$ cat src/core/dpsc_map.svh
// register indices, field positions and reset values of the synthesizer control block
`ifndef DPSC_MAP_SVH
`define DPSC_MAP_SVH
`define DPSC_IDX_SRX      10'h081
`define DPSC_IDX_HYS_LO   10'h082
`define DPSC_IDX_CTRL     10'h083
`define DPSC_IDX_STAT     10'h084
`define DPSC_IDX_INT      10'h085
`define DPSC_IDX_LF1      10'h087
`define DPSC_IDX_DIVSEL   10'h08b
`define DPSC_IDX_REFCFG   10'h08c
`define DPSC_IDX_IRQ_ST   10'h090
`define DPSC_IDX_IRQ_EN   10'h091
`define DPSC_IDX_IRQ_CLR  10'h092
`define DPSC_RST_SRX      8'h10
`define DPSC_RST_INT      8'h06
`define DPSC_RST_LF1      8'h88
`define DPSC_RST_REFCFG   8'h08
`define DPSC_FB_MIN       8'h06
`define DPSC_BIT_PD       4
`define DPSC_BIT_EDGE     2
`define DPSC_BIT_RECAL    7
`define DPSC_BIT_EN       4
`define DPSC_BIT_PCAL_EN  3
`define DPSC_HYS_STEP_MV  7'h0a
`define DPSC_RESP_OKAY    2'h0
`define DPSC_RESP_SLVERR  2'h2
`endif

$ cat src/core/dpsc_pkg.sv
// types shared by the synthesizer control block
package dpsc_pkg;
  // analog synthesizer status flags
  typedef struct packed {
    logic over_high;
    logic over_low;
    logic cal_valid;
    logic osc_cal;
    logic bias_ok;
    logic locked;
  } dpsc_stat_s;
  // write channel states
  typedef enum logic [1:0] {
    WR_COLLECT = 2'h1,
    WR_RESP    = 2'h2
  } dpsc_wr_e;
  // read channel states
  typedef enum logic [1:0] {
    RD_IDLE = 2'h1,
    RD_DATA = 2'h2
  } dpsc_rd_e;
endpackage

$ cat src/core/dpsc_ctrl.sv
// synthesizer and sync reference control registers behind an axi4-lite slave
`timescale 1ns/1ns
`include "dpsc_map.svh"

module dpsc_ctrl #(
  parameter int ADDR_W = 12
) (
  input  wire logic                ACLK_UNUSED_IN,
  input  wire logic                CORE_CLK_IN,
  input  wire logic                RST_B_IN,
  input  wire logic [ADDR_W-1:0]   AWADDR_IN,
  input  wire logic                AWVALID_IN,
  output logic                     AWREADY_OUT,
  input  wire logic [31:0]         WDATA_IN,
  input  wire logic [3:0]          WSTRB_IN,
  input  wire logic                WVALID_IN,
  output logic                     WREADY_OUT,
  output logic [1:0]               BRESP_OUT,
  output logic                     BVALID_OUT,
  input  wire logic                BREADY_IN,
  input  wire logic [ADDR_W-1:0]   ARADDR_IN,
  input  wire logic                ARVALID_IN,
  output logic                     ARREADY_OUT,
  output logic [31:0]              RDATA_OUT,
  output logic [1:0]               RRESP_OUT,
  output logic                     RVALID_OUT,
  input  wire logic                RREADY_IN,
  input  wire dpsc_pkg::dpsc_stat_s SYNTH_STAT_IN,
  input  wire logic                SYNC_REF_IN,
  output logic                     SYNC_SAMPLED_OUT,
  output logic                     SYNC_PD_OUT,
  output logic                     SYNC_HYS_ON_OUT,
  output logic [9:0]               SYNC_HYS_CODE_OUT,
  output logic [6:0]               SYNC_HYS_MV_OUT,
  output logic                     SYNTH_EN_OUT,
  output logic                     CAL_START_OUT,
  output logic                     PUMP_CAL_EN_OUT,
  output logic [7:0]               FB_DIV_OUT,
  output logic [2:0]               REF_DIV_OUT,
  output logic [1:0]               OSC_DIV_SEL_OUT,
  output logic [4:0]               OSC_RATIO_OUT,
  output logic [8:0]               CONV_MULT_OUT,
  output logic [12:0]              OSC_MULT_OUT,
  output logic [7:0]               LOOP_FILT_OUT,
  output logic                     IRQ_OUT
);

  // refuse an address bus too narrow for the map
  if (ADDR_W < 12) begin : g_chk
    $error("ADDR_W must be at least 12");
  end

  dpsc_pkg::dpsc_wr_e   wr_st_ff;
  dpsc_pkg::dpsc_rd_e   rd_st_ff;
  dpsc_pkg::dpsc_stat_s stat_ff;
  dpsc_pkg::dpsc_stat_s stat_d_ff;
  logic                 aw_hold_ff;
  logic                 w_hold_ff;
  logic [9:0]           aw_idx_ff;
  logic [7:0]           wdat_ff;
  logic                 wlane_ff;
  logic                 wr_go;
  logic                 wr_hit;
  logic [7:0]           srx_ff;
  logic [7:0]           hys_lo_ff;
  logic [7:0]           ctrl_ff;
  logic [1:0]           stat_rsv_ff;
  logic [7:0]           int_ff;
  logic [7:0]           lf1_ff;
  logic [1:0]           divsel_ff;
  logic [7:0]           refcfg_ff;
  logic [3:0]           irq_st_ff;
  logic [3:0]           irq_en_ff;
  logic [3:0]           irq_set;
  logic [3:0]           irq_clr;
  logic                 recal_d_ff;
  logic                 en_d_ff;
  logic                 sync_fall_ff;
  logic                 sync_rise_ff;
  logic [8:0]           rd_word;
  logic [8:0]           wr_word;

  // oscillator to converter division ratio
  function automatic logic [4:0] osc_ratio(input logic [1:0] sel);
    logic [4:0] r;
    r = 5'h04;
    case (sel)
      2'h2:    r = 5'h08;
      2'h3:    r = 5'h10;
      default: r = 5'h04;
    endcase
    return r;
  endfunction

  // feedback divider with floor at the minimum
  function automatic logic [7:0] fb_eff(input logic [7:0] w);
    return (w < `DPSC_FB_MIN) ? `DPSC_FB_MIN : w;
  endfunction

  // status byte as software sees it
  function automatic logic [7:0] stat_byte(input dpsc_pkg::dpsc_stat_s s,
                                          input logic [1:0] rsv,
                                          input logic pcal_en);
    return {s.over_high, s.over_low, s.cal_valid & pcal_en, s.osc_cal,
            s.bias_ok, rsv[1], s.locked, rsv[0]};
  endfunction

  // register index decode, bit 8 flags a mapped index
  function automatic logic [8:0] rd_mux(input logic [9:0] idx);
    logic [8:0] r;
    r = 9'h000;
    if (idx == `DPSC_IDX_SRX) begin
      r = {1'b1, srx_ff};
    end else if (idx == `DPSC_IDX_HYS_LO) begin
      r = {1'b1, hys_lo_ff};
    end else if (idx == `DPSC_IDX_CTRL) begin
      r = {1'b1, ctrl_ff};
    end else if (idx == `DPSC_IDX_STAT) begin
      r = {1'b1, stat_byte(stat_ff, stat_rsv_ff, refcfg_ff[`DPSC_BIT_PCAL_EN])};
    end else if (idx == `DPSC_IDX_INT) begin
      r = {1'b1, int_ff};
    end else if (idx == `DPSC_IDX_LF1) begin
      r = {1'b1, lf1_ff};
    end else if (idx == `DPSC_IDX_DIVSEL) begin
      r = {1'b1, 6'h00, divsel_ff};
    end else if (idx == `DPSC_IDX_REFCFG) begin
      r = {1'b1, refcfg_ff};
    end else if (idx == `DPSC_IDX_IRQ_ST) begin
      r = {1'b1, 4'h0, irq_st_ff};
    end else if (idx == `DPSC_IDX_IRQ_EN) begin
      r = {1'b1, 4'h0, irq_en_ff};
    end else if (idx == `DPSC_IDX_IRQ_CLR) begin
      r = {1'b1, 8'h00};
    end
    return r;
  endfunction

  // write commit once address and data are both held
  assign wr_go  = aw_hold_ff & w_hold_ff & (wr_st_ff == dpsc_pkg::WR_COLLECT);
  // decodes in a process so register changes re-run them
  always_comb begin
    wr_word = rd_mux(aw_idx_ff);
    rd_word = rd_mux(ARADDR_IN[11:2]);
  end
  assign wr_hit = wr_word[8];

  // write address and data capture, either order
  always_ff @(posedge CORE_CLK_IN or negedge RST_B_IN) begin
    if (!RST_B_IN) begin
      aw_hold_ff  <= 1'b0;
      w_hold_ff   <= 1'b0;
      aw_idx_ff   <= 10'h000;
      wdat_ff     <= 8'h00;
      wlane_ff    <= 1'b0;
      AWREADY_OUT <= 1'b1;
      WREADY_OUT  <= 1'b1;
    end else begin
      if (AWVALID_IN && AWREADY_OUT) begin
        aw_hold_ff  <= 1'b1;
        aw_idx_ff   <= AWADDR_IN[11:2];
        AWREADY_OUT <= 1'b0;
      end
      if (WVALID_IN && WREADY_OUT) begin
        w_hold_ff  <= 1'b1;
        wdat_ff    <= WDATA_IN[7:0];
        wlane_ff   <= WSTRB_IN[0];
        WREADY_OUT <= 1'b0;
      end
      if (wr_go) begin
        aw_hold_ff <= 1'b0;
        w_hold_ff  <= 1'b0;
      end
      if (BVALID_OUT && BREADY_IN) begin
        AWREADY_OUT <= 1'b1;
        WREADY_OUT  <= 1'b1;
      end
    end
  end

  // write response channel
  always_ff @(posedge CORE_CLK_IN or negedge RST_B_IN) begin
    if (!RST_B_IN) begin
      wr_st_ff   <= dpsc_pkg::WR_COLLECT;
      BVALID_OUT <= 1'b0;
      BRESP_OUT  <= `DPSC_RESP_OKAY;
    end else begin
      case (wr_st_ff)
        dpsc_pkg::WR_COLLECT: begin
          if (wr_go) begin
            BVALID_OUT <= 1'b1;
            BRESP_OUT  <= wr_hit ? `DPSC_RESP_OKAY : `DPSC_RESP_SLVERR;
            wr_st_ff   <= dpsc_pkg::WR_RESP;
          end
        end
        dpsc_pkg::WR_RESP: begin
          if (BREADY_IN) begin
            BVALID_OUT <= 1'b0;
            wr_st_ff   <= dpsc_pkg::WR_COLLECT;
          end
        end
        default: wr_st_ff <= dpsc_pkg::WR_COLLECT;
      endcase
    end
  end

  // read channel
  always_ff @(posedge CORE_CLK_IN or negedge RST_B_IN) begin
    if (!RST_B_IN) begin
      rd_st_ff    <= dpsc_pkg::RD_IDLE;
      ARREADY_OUT <= 1'b1;
      RVALID_OUT  <= 1'b0;
      RDATA_OUT   <= 32'h0000_0000;
      RRESP_OUT   <= `DPSC_RESP_OKAY;
    end else begin
      case (rd_st_ff)
        dpsc_pkg::RD_IDLE: begin
          if (ARVALID_IN) begin
            ARREADY_OUT <= 1'b0;
            RVALID_OUT  <= 1'b1;
            RDATA_OUT   <= {24'h00_0000, rd_word[7:0]};
            RRESP_OUT   <= rd_word[8] ? `DPSC_RESP_OKAY : `DPSC_RESP_SLVERR;
            rd_st_ff    <= dpsc_pkg::RD_DATA;
          end
        end
        dpsc_pkg::RD_DATA: begin
          if (RREADY_IN) begin
            RVALID_OUT  <= 1'b0;
            ARREADY_OUT <= 1'b1;
            rd_st_ff    <= dpsc_pkg::RD_IDLE;
          end
        end
        default: rd_st_ff <= dpsc_pkg::RD_IDLE;
      endcase
    end
  end

  // software writable registers, low byte lane only
  always_ff @(posedge CORE_CLK_IN or negedge RST_B_IN) begin
    if (!RST_B_IN) begin
      srx_ff      <= `DPSC_RST_SRX;
      hys_lo_ff   <= 8'h00;
      ctrl_ff     <= 8'h00;
      stat_rsv_ff <= 2'h0;
      int_ff      <= `DPSC_RST_INT;
      lf1_ff      <= `DPSC_RST_LF1;
      divsel_ff   <= 2'h0;
      refcfg_ff   <= `DPSC_RST_REFCFG;
      irq_en_ff   <= 4'h0;
    end else if (wr_go && wlane_ff) begin
      if (aw_idx_ff == `DPSC_IDX_SRX) begin
        srx_ff <= wdat_ff;
      end else if (aw_idx_ff == `DPSC_IDX_HYS_LO) begin
        hys_lo_ff <= wdat_ff;
      end else if (aw_idx_ff == `DPSC_IDX_CTRL) begin
        ctrl_ff <= wdat_ff;
      end else if (aw_idx_ff == `DPSC_IDX_STAT) begin
        stat_rsv_ff <= {wdat_ff[2], wdat_ff[0]};
      end else if (aw_idx_ff == `DPSC_IDX_INT) begin
        int_ff <= wdat_ff;
      end else if (aw_idx_ff == `DPSC_IDX_LF1) begin
        lf1_ff <= wdat_ff;
      end else if (aw_idx_ff == `DPSC_IDX_DIVSEL) begin
        divsel_ff <= wdat_ff[1:0];
      end else if (aw_idx_ff == `DPSC_IDX_REFCFG) begin
        refcfg_ff <= wdat_ff;
      end else if (aw_idx_ff == `DPSC_IDX_IRQ_EN) begin
        irq_en_ff <= wdat_ff[3:0];
      end
    end
  end

  // synthesizer status capture and edge history
  always_ff @(posedge CORE_CLK_IN or negedge RST_B_IN) begin
    if (!RST_B_IN) begin
      stat_ff   <= '0;
      stat_d_ff <= '0;
    end else begin
      stat_ff   <= SYNTH_STAT_IN;
      stat_d_ff <= stat_ff;
    end
  end

  // events: over high, over low, lock lost, oscillator calibration done
  assign irq_set = {stat_d_ff.osc_cal & ~stat_ff.osc_cal,
                    stat_d_ff.locked & ~stat_ff.locked,
                    stat_ff.over_low & ~stat_d_ff.over_low,
                    stat_ff.over_high & ~stat_d_ff.over_high};
  assign irq_clr = (wr_go && wlane_ff && aw_idx_ff == `DPSC_IDX_IRQ_CLR) ?
                   wdat_ff[3:0] : 4'h0;

  // sticky event bits, set beats clear
  always_ff @(posedge CORE_CLK_IN or negedge RST_B_IN) begin
    if (!RST_B_IN) begin
      irq_st_ff <= 4'h0;
      IRQ_OUT   <= 1'b0;
    end else begin
      irq_st_ff <= (irq_st_ff & ~irq_clr) | irq_set;
      IRQ_OUT   <= |(irq_st_ff & irq_en_ff);
    end
  end

  // calibration launch on enable or recalibrate rising edges
  always_ff @(posedge CORE_CLK_IN or negedge RST_B_IN) begin
    if (!RST_B_IN) begin
      recal_d_ff    <= 1'b0;
      en_d_ff       <= 1'b0;
      CAL_START_OUT <= 1'b0;
      SYNTH_EN_OUT  <= 1'b0;
    end else begin
      recal_d_ff    <= ctrl_ff[`DPSC_BIT_RECAL];
      en_d_ff       <= ctrl_ff[`DPSC_BIT_EN];
      CAL_START_OUT <= (ctrl_ff[`DPSC_BIT_RECAL] & ~recal_d_ff) |
                       (ctrl_ff[`DPSC_BIT_EN] & ~en_d_ff);
      SYNTH_EN_OUT  <= ctrl_ff[`DPSC_BIT_EN];
    end
  end

  // sync reference sampled on the falling edge
  always_ff @(negedge CORE_CLK_IN or negedge RST_B_IN) begin
    if (!RST_B_IN) begin
      sync_fall_ff <= 1'b0;
    end else begin
      sync_fall_ff <= SYNC_REF_IN;
    end
  end

  // sync reference sampled on the rising edge, then edge choice
  always_ff @(posedge CORE_CLK_IN or negedge RST_B_IN) begin
    if (!RST_B_IN) begin
      sync_rise_ff     <= 1'b0;
      SYNC_SAMPLED_OUT <= 1'b0;
    end else begin
      sync_rise_ff     <= SYNC_REF_IN;
      SYNC_SAMPLED_OUT <= srx_ff[`DPSC_BIT_EDGE] ? sync_rise_ff : sync_fall_ff;
    end
  end

  // receiver and synthesizer settings driven out
  always_ff @(posedge CORE_CLK_IN or negedge RST_B_IN) begin
    if (!RST_B_IN) begin
      SYNC_PD_OUT       <= 1'b1;
      SYNC_HYS_ON_OUT   <= 1'b0;
      SYNC_HYS_CODE_OUT <= 10'h000;
      SYNC_HYS_MV_OUT   <= 7'h00;
      PUMP_CAL_EN_OUT   <= 1'b1;
      FB_DIV_OUT        <= `DPSC_FB_MIN;
      REF_DIV_OUT       <= 3'h0;
      OSC_DIV_SEL_OUT   <= 2'h0;
      OSC_RATIO_OUT     <= 5'h04;
      CONV_MULT_OUT     <= 9'h00c;
      OSC_MULT_OUT      <= 13'h0030;
      LOOP_FILT_OUT     <= `DPSC_RST_LF1;
    end else begin
      SYNC_PD_OUT       <= srx_ff[`DPSC_BIT_PD];
      SYNC_HYS_ON_OUT   <= srx_ff[3];
      SYNC_HYS_CODE_OUT <= {srx_ff[1:0], hys_lo_ff};
      SYNC_HYS_MV_OUT   <= 7'($countones({srx_ff[1:0], hys_lo_ff})) *
                           `DPSC_HYS_STEP_MV;
      PUMP_CAL_EN_OUT   <= refcfg_ff[`DPSC_BIT_PCAL_EN];
      FB_DIV_OUT        <= fb_eff(int_ff);
      REF_DIV_OUT       <= refcfg_ff[2:0];
      OSC_DIV_SEL_OUT   <= divsel_ff;
      OSC_RATIO_OUT     <= osc_ratio(divsel_ff);
      CONV_MULT_OUT     <= {fb_eff(int_ff), 1'b0};
      OSC_MULT_OUT      <= 13'({fb_eff(int_ff), 1'b0} * osc_ratio(divsel_ff));
      LOOP_FILT_OUT     <= lf1_ff;
    end
  end

endmodule

$ cat config.mk
export PLATFORM = sky130hd
export DESIGN_NAME = dpsc_ctrl
export DESIGN_NICKNAME = d
export VERILOG_FILES = /design/src/core/dpsc_pkg.sv /design/src/core/dpsc_ctrl.sv
export VERILOG_INCLUDE_DIRS = /design/src /design/src/core
export SDC_FILE = /design/constraint.sdc
export NUM_CORES = 1
export LEC_CHECK = 0
export BUFFER_PORTS_ARGS = -buffer_cell sky130_fd_sc_hd__buf_2
export CAP_MARGIN = 10
export CORE_MARGIN = 2
export CORE_UTILIZATION = 54
export DETAILED_ROUTE_END_ITERATION = 16
export PLACE_DENSITY = 0.78
export SLEW_MARGIN = 20
export SYNTH_ARGS = -nofsm -noshare
export SYNTH_HDL_FRONTEND = slang
export SYNTH_SLANG_ARGS = --single-unit
$ cat constraint.sdc
create_clock -name CORE_CLK_IN -period 4.9 [get_ports CORE_CLK_IN]
set_input_delay 0.49 -clock CORE_CLK_IN [delete_from_list [all_inputs] [get_ports CORE_CLK_IN]]
set_output_delay 0.49 -clock CORE_CLK_IN [all_outputs]
set_load 0.01 [all_outputs]
==> impl_metrics.ini, run 1 <==
[place]
io_buffers = 122
dp.cells = 933
dpl.hpwl_um = 12700
finalWeightedCongestion = 0.877

[global_route]
grt_max_degree = 78
grt-ovfl-total = 0
grt_usage_pct = 23.7
grt_pass1_vias = 5536
grt_pass1_wl_um = 29200
antenna_found_initial = 0

[route]
drt_wl_total_um = 18000
drc = 0
ant_nets = 0
wl_per_cell_um = 18.7
dr.pass1.iters = 5
drt_iter0_markers = 323
num_vias = 5446
via_per_inst = 5.64

[flow_run]
maxCapViolCount = 0

[clock_tree]
cts_sinks = 170
clk_pin_slew_ns = 0.06
root_buffer = clkbuf_16
htree_levels = 4
postCtsResizedCells = 0
cts_setup_buffers = 0
tritoncts = built
cts_buffers = 17
ctsHoldBuffers = 0
clock_path_buffers = 2
insertion_delay_ns = 0.42

[synthesis]
synthAdderAreaFrac_pct = 7.38
synthMuxAreaShare_pct = 11.7
ys_ff_latch = 170
synth-async-reset-ratio_pct = 100
yosysTopAreaCellShare_pct = 46.4
synth_ff_type = dfrtp_1
syn_inst = 662
yosysTopAreaCell = dfrtp_1
synthSimpleGateAreaFrac_pct = 10.6
synth.area.top_cells = dfrtp_1, mux2_2, dfstp_2
synth_edf_count = 0
ys.warnings.count = 0
synth_compound_area_share_pct = 8.30
avgSynthCellArea_um2 = 12.1
synth_top_family_by_area = multiplexers
synth-xor-area-share_pct = 0.981
syn_area_um2 = 8040
synthTopCellsByCount = dfrtp_1, mux2_2, inv_1
yosysUniqueCellTypes = 77
synth_most_common_cell = dfrtp_1
synth.yosys.seq_area_share_pct = 53.2

[sta]
hold_viol = 3
max_freq_mhz = 253
grt_setup_unrepaired = no
fin_crit_sh_pct = 80.5
setup_viol_count_final = 0
clock_skew_ns = 0.0248
setup_tns_ns = 0
slew_viol_final = 0
fin_crit_ns = 3.95
holdWs_ns = -0.00148
relSlewSlack_pct = 25.0
worstMarginPinSlew_ns = 1.11

[status]
violations = hold timing
status = complete, but fails checks

[setup_path]
worstSetupEndpointType = flop
crit_chain = fa_1, fa_1, inv_1, fa_1, inv_1, ha_1, fa_1, ha_1, ha_1, fa_1, xor2_1
critPathLaunch = srx_ff[0]
regToRegSetupSlack_ns = 0.95
timing.rr.start = srx_ff[0]
cp_slowest_stage_delay_ns = 0.55
cp_slowest_cell = fa_1
crit_type = reg2reg
r2r-end = SYNC_HYS_MV_OUT[6]
worstPathMaxFanout = 4
required_ns = 5.21
cpMostUsedCell = fa_1
crit_arrival_ns = 4.26
endpoint = SYNC_HYS_MV_OUT[6]
cp-start-kind = flop
worst_r2r_path_depth = 11

[floorplanning]
dieWidth_um = 126
dieHeight_um = 126
start_util_pct = 55.3
fp.dieArea_um2 = 15900
core.rowCount = 44
coreArea_um2 = 14500
io_pins = 188

[hold_path]
hold_path_class = in2async

[power]
p_leak_uw = 0.00472
power_density_nw_per_um2 = 390
ir_drop_v = 0.000275

[cells_and_area]
postLayoutCoreUtil_pct = 63.5
areaGrowthSynthToFinish_pct = 14.8
drive_gt1_share_pct = 34.3
antennaDiodeCount = 0
final_cells = 965
fin_nets = 882
## worst min-delay path by stage
stage	endpoint	depth (start not counted)	slack, ns	from
6_report	OSC_MULT_OUT[9]	1	-0.001	RST_B_IN
5_1_grt	OSC_MULT_OUT[9]	1	0.02	RST_B_IN
4_1_cts	OSC_MULT_OUT[9]	1	0.008	RST_B_IN
3_5_place_dp	stat_d_ff[0]	0	0.37	stat_ff[0]
3_3_place_gp	LOOP_FILT_OUT[3]	0	0.37	lf1_ff[3]
2_1_floorplan	BRESP_OUT[1]	0	0.19	RST_B_IN
## layout by cell type, fill, tap and decap left out, drive strengths merged, types with 7 or more instances in the layout
cell / Yosys / layout
o21ai: 19 / 19
fa: 14 / 14
inv: 46 / 46
dfstp: 20 / 20
xnor2: 7 / 7
nor2: 31 / 31
nand3: 11 / 11
clkbuf: 20 / 21
and2: 9 / 9
nand2: 37 / 37
dfrtp: 149 / 149
mux2: 78 / 78
a21oi: 23 / 23
buf: 49 / 125
ha: 25 / 25
conb: 1 / 33
## cell families after synthesis
family	after synthesis
DFF	170
and+or+nand+nor	147
buffers and inverters	116
AOI/OAI and AO/OA	97
muxes	83
adders and majority gates	39
xor gates and xnor gates	9
other	1
## routing by layer
metal  vias up  wire [µm]  GRT usage (%)
li1       2443          -              -
met1      2753       7700           32.5
met2       209       8760           37.7
met3        41       1130           5.35
met4         0        438           8.40
met5         -          0              0
## worst max-delay path, delay by kind of cell, from the launching register on
family | cells | cell delay (ns)
buffers and inverters | 2 | 0.10
XOR/XNOR | 1 | 0.17
adder cells (fa/ha/maj) | 8 | 3.13
flip-flops | 1 | 0.43
## sequential cells by signal, summed over array words and instances (netlist names), 8 cells and up
name,cells
FB_DIV_OUT,8
LOOP_FILT_OUT,8
OSC_MULT_OUT,10
RDATA_OUT,8
SYNC_HYS_CODE_OUT,10
aw_idx_ff,10
ctrl_ff,8
hys_lo_ff,8
int_ff,8
lf1_ff,8
refcfg_ff,8
srx_ff,8
wdat_ff,8
## layout make-up
type | instances | area [µm²]
Sequential cell | 170 | 4280
Tap cell | 184 | 230
Clock buffer | 21 | 450
Inverter | 46 | 173
Multi-Input combinational cell | 408 | 3260
Clock inverter | 11 | 196
Timing Repair Buffer | 125 | 639
Fill cell | 1151 | 5300
## through the flow
step | hold WS, ns | power (µW) | instance area (µm²) | setup WS, ns
floorplan | 0.194 | 1980 | 8160 | 1.16
global placement | 0.368 | 2140 | 8580 | 1.05
detailed placement | 0.369 | 2160 | 8580 | 0.964
CTS | 0.00788 | 3630 | 9230 | 0.935
global route | 0.0242 | 3750 | 9230 | 0.802
finish | -0.00148 | 3600 | 9230 | 0.953
## report_power, final
part	total (µW)	leakage, µW	switching [µW]	internal (µW)
combinational	429	0.00225	243	186
sequential	1710	0.00217	168	1540
clock	1460	0.000296	543	918
total	3600	0.00472	954	2650
No activity file was read; power rests on OpenSTA's default activity.
==> run 2: changes to the inputs <==
==> constraint.sdc (replaced) <==
create_clock -name CORE_CLK_IN -period 4.1 [get_ports CORE_CLK_IN]
set_input_delay 0.41 -clock CORE_CLK_IN [delete_from_list [all_inputs] [get_ports CORE_CLK_IN]]
set_output_delay 0.41 -clock CORE_CLK_IN [all_outputs]
set_load 0.01 [all_outputs]
==> run 2 against run 1 <==
  * Worst hold slack better by 0.087 ns
  * First-iteration DRC count is 33% higher
  * Highest routed layer unchanged
  * Final cell count is 0.41% higher
  * Utilization is 0.24 points higher
  * Worst setup slack worse by 0.81 ns
  * Die area stayed put
  * Sequential cell count stayed put
  * Combinational power is 21% higher
  * The flow now finishes without violations
  * Critical endpoint unchanged
==> impl_metrics.ini, run 2 (synthesis gave the netlist of run 1 again) <==
[sta]
grt_setup_unrepaired = no
clock_skew_ns = 0.0254
setup_tns_ns = 0
setup_viol_count_final = 0
fin_crit_ns = 3.95
relSlewSlack_pct = 26.8
max_freq_mhz = 253
holdWs_ns = 0.0853
slew_viol_final = 0
fin_ws_ns = 0.145
worstMarginPinSlew_ns = 1.09
hold_viol = 0
fin_crit_sh_pct = 96.5

[route]
dr.pass1.iters = 6
drt_wl_total_um = 18200
drt_iter0_markers = 431
num_vias = 5480
via_per_inst = 5.66
drc = 0
ant_nets = 0
wl_per_cell_um = 18.7

[floorplanning]
dieWidth_um = 126
core.rowCount = 44
dieHeight_um = 126
io_pins = 188
start_util_pct = 55.3
fp.dieArea_um2 = 15900
coreArea_um2 = 14500

[cells_and_area]
postLayoutCoreUtil_pct = 63.7
regArea_um2 = 4280
areaGrowthSynthToFinish_pct = 15.3
final_cell_mix = dfrtp_1, buf_2, mux2_2, inv_1, nand2_1
reg_top3 = OSC_MULT_OUT (10), SYNC_HYS_CODE_OUT (10), aw_idx_ff (10)
drive_gt1_share_pct = 34.6
antennaDiodeCount = 0
multi_input_area_um2 = 3260
fin_nets = 886
mostFrequentLayoutCell = dfrtp_1
fill_cells = 1157

[clock_tree]
cts_sinks = 170
cts_buffers = 17
clock_path_buffers = 2
clk_pin_slew_ns = 0.06
tritoncts = built
htree_levels = 4
insertion_delay_ns = 0.43
root_buffer = clkbuf_16
cts_setup_buffers = 0

[setup_path]
crit_buf_inv = 2
crit_arrival_ns = 4.26
regToRegSetupSlack_ns = 0.15
crit_type = reg2reg
cp_slowest_cell = fa_1
r2r-end = SYNC_HYS_MV_OUT[6]
timing.rr.start = srx_ff[0]
worstPathMaxFanout = 4
required_ns = 4.41
cp_slowest_stage_delay_ns = 0.53
cp-start-kind = flop
worstSetupEndpointType = flop
crit_family = adder cells
crit_chain = fa_1, fa_1, inv_1, fa_1, inv_1, ha_1, fa_1, ha_1, ha_1, fa_1, xor2_1
cpMostUsedCell = fa_1
worst_r2r_path_depth = 11

[power]
clock_power_share_pct = 40.4
pwr-share-seq_pct = 47.6
swShare_pct = 26.6
p_total_uw = 4310
combPwrFrac_pct = 12.0
power_density_nw_per_um2 = 465
internal_power_uw = 3160
p_leak_uw = 0.00475
ir_drop_v = 0.000287
switchingPower_uw = 1150

[hold_path]
hold_start = SYNTH_STAT_IN[4]
hold_depth = 1
hold_path_class = in2reg
holdPathEnd = stat_ff[4]

[status]
status = finished, final reports clean

[place]
finalWeightedCongestion = 0.869
place_ws_ns = 0.151
dpl.hpwl_um = 13000
io_buffers = 122

[global_route]
grt_max_degree = 76
grt-ovfl-total = 0
grt_pass1_vias = 5579
grt_usage_pct = 23.9
grt_pass1_wl_um = 29300
antenna_found_initial = 0

[flow_run]
maxCapViolCount = 0
==> run 2: worst register-to-register path, stage by stage (launching register included) <==
cell	delay [ns]
dfrtp_1	0.42
fa_1	0.53
fa_1	0.53
inv_1	0.06
fa_1	0.49
inv_1	0.05
ha_1	0.20
fa_1	0.47
ha_1	0.32
ha_1	0.21
fa_1	0.37
xor2_1	0.17
==> run 2: through the flow <==
step           cells  cell area [µm²]
2_1_floorplan    694             8160
3_3_place_gp     936             8610
3_5_place_dp     936             8610
4_1_cts          969             9270
5_1_grt          969             9270
6_report         969             9270
==> run 2: power by group through the flow <==
stage | combinational, µW | sequential, µW | clock, µW
floorplan | 372 | 2000 | 0
global placement | 497 | 2060 | 0
detailed placement | 519 | 2070 | 0
CTS | 524 | 2040 | 1770
global route | 580 | 2070 | 1830
finish | 519 | 2050 | 1740
==> run 2: per-layer routing <==
layer / wire length [µm] / up-vias / global-route usage, %
li1: - / 2454 / -
met1: 7610 / 2757 / 32.4
met2: 8780 / 216 / 37.5
met3: 1230 / 53 / 5.31
met4: 547 / 0 / 10.6
met5: 0 / - / 0
==> run 2: worst max-delay path by stage <==
stage,start,end,cells past startpoint
2_1_floorplan,srx_ff[0],SYNC_HYS_MV_OUT[6],11
5_1_grt,srx_ff[0],SYNC_HYS_MV_OUT[6],11
4_1_cts,srx_ff[0],SYNC_HYS_MV_OUT[6],11
3_3_place_gp,srx_ff[0],SYNC_HYS_MV_OUT[6],11
3_5_place_dp,srx_ff[0],SYNC_HYS_MV_OUT[6],11
6_report,srx_ff[0],SYNC_HYS_MV_OUT[6],11
==> run 2: final cells by class <==
cell class                 count  share of cell area [%]
sequential                   170                    46.2
multi-input combinational    408                    35.2
timing repair buffer         129                    7.25
clock buffer                  23                    5.27
tap                          184                    2.48
inverter                      46                    1.86
clock inverter                 9                    1.74
==> run 2: repair_timing <==
item                                   CTS  global route
hold buffers                             1             0
endpoints found under the hold margin   38             0
gates resized for setup                  0             0
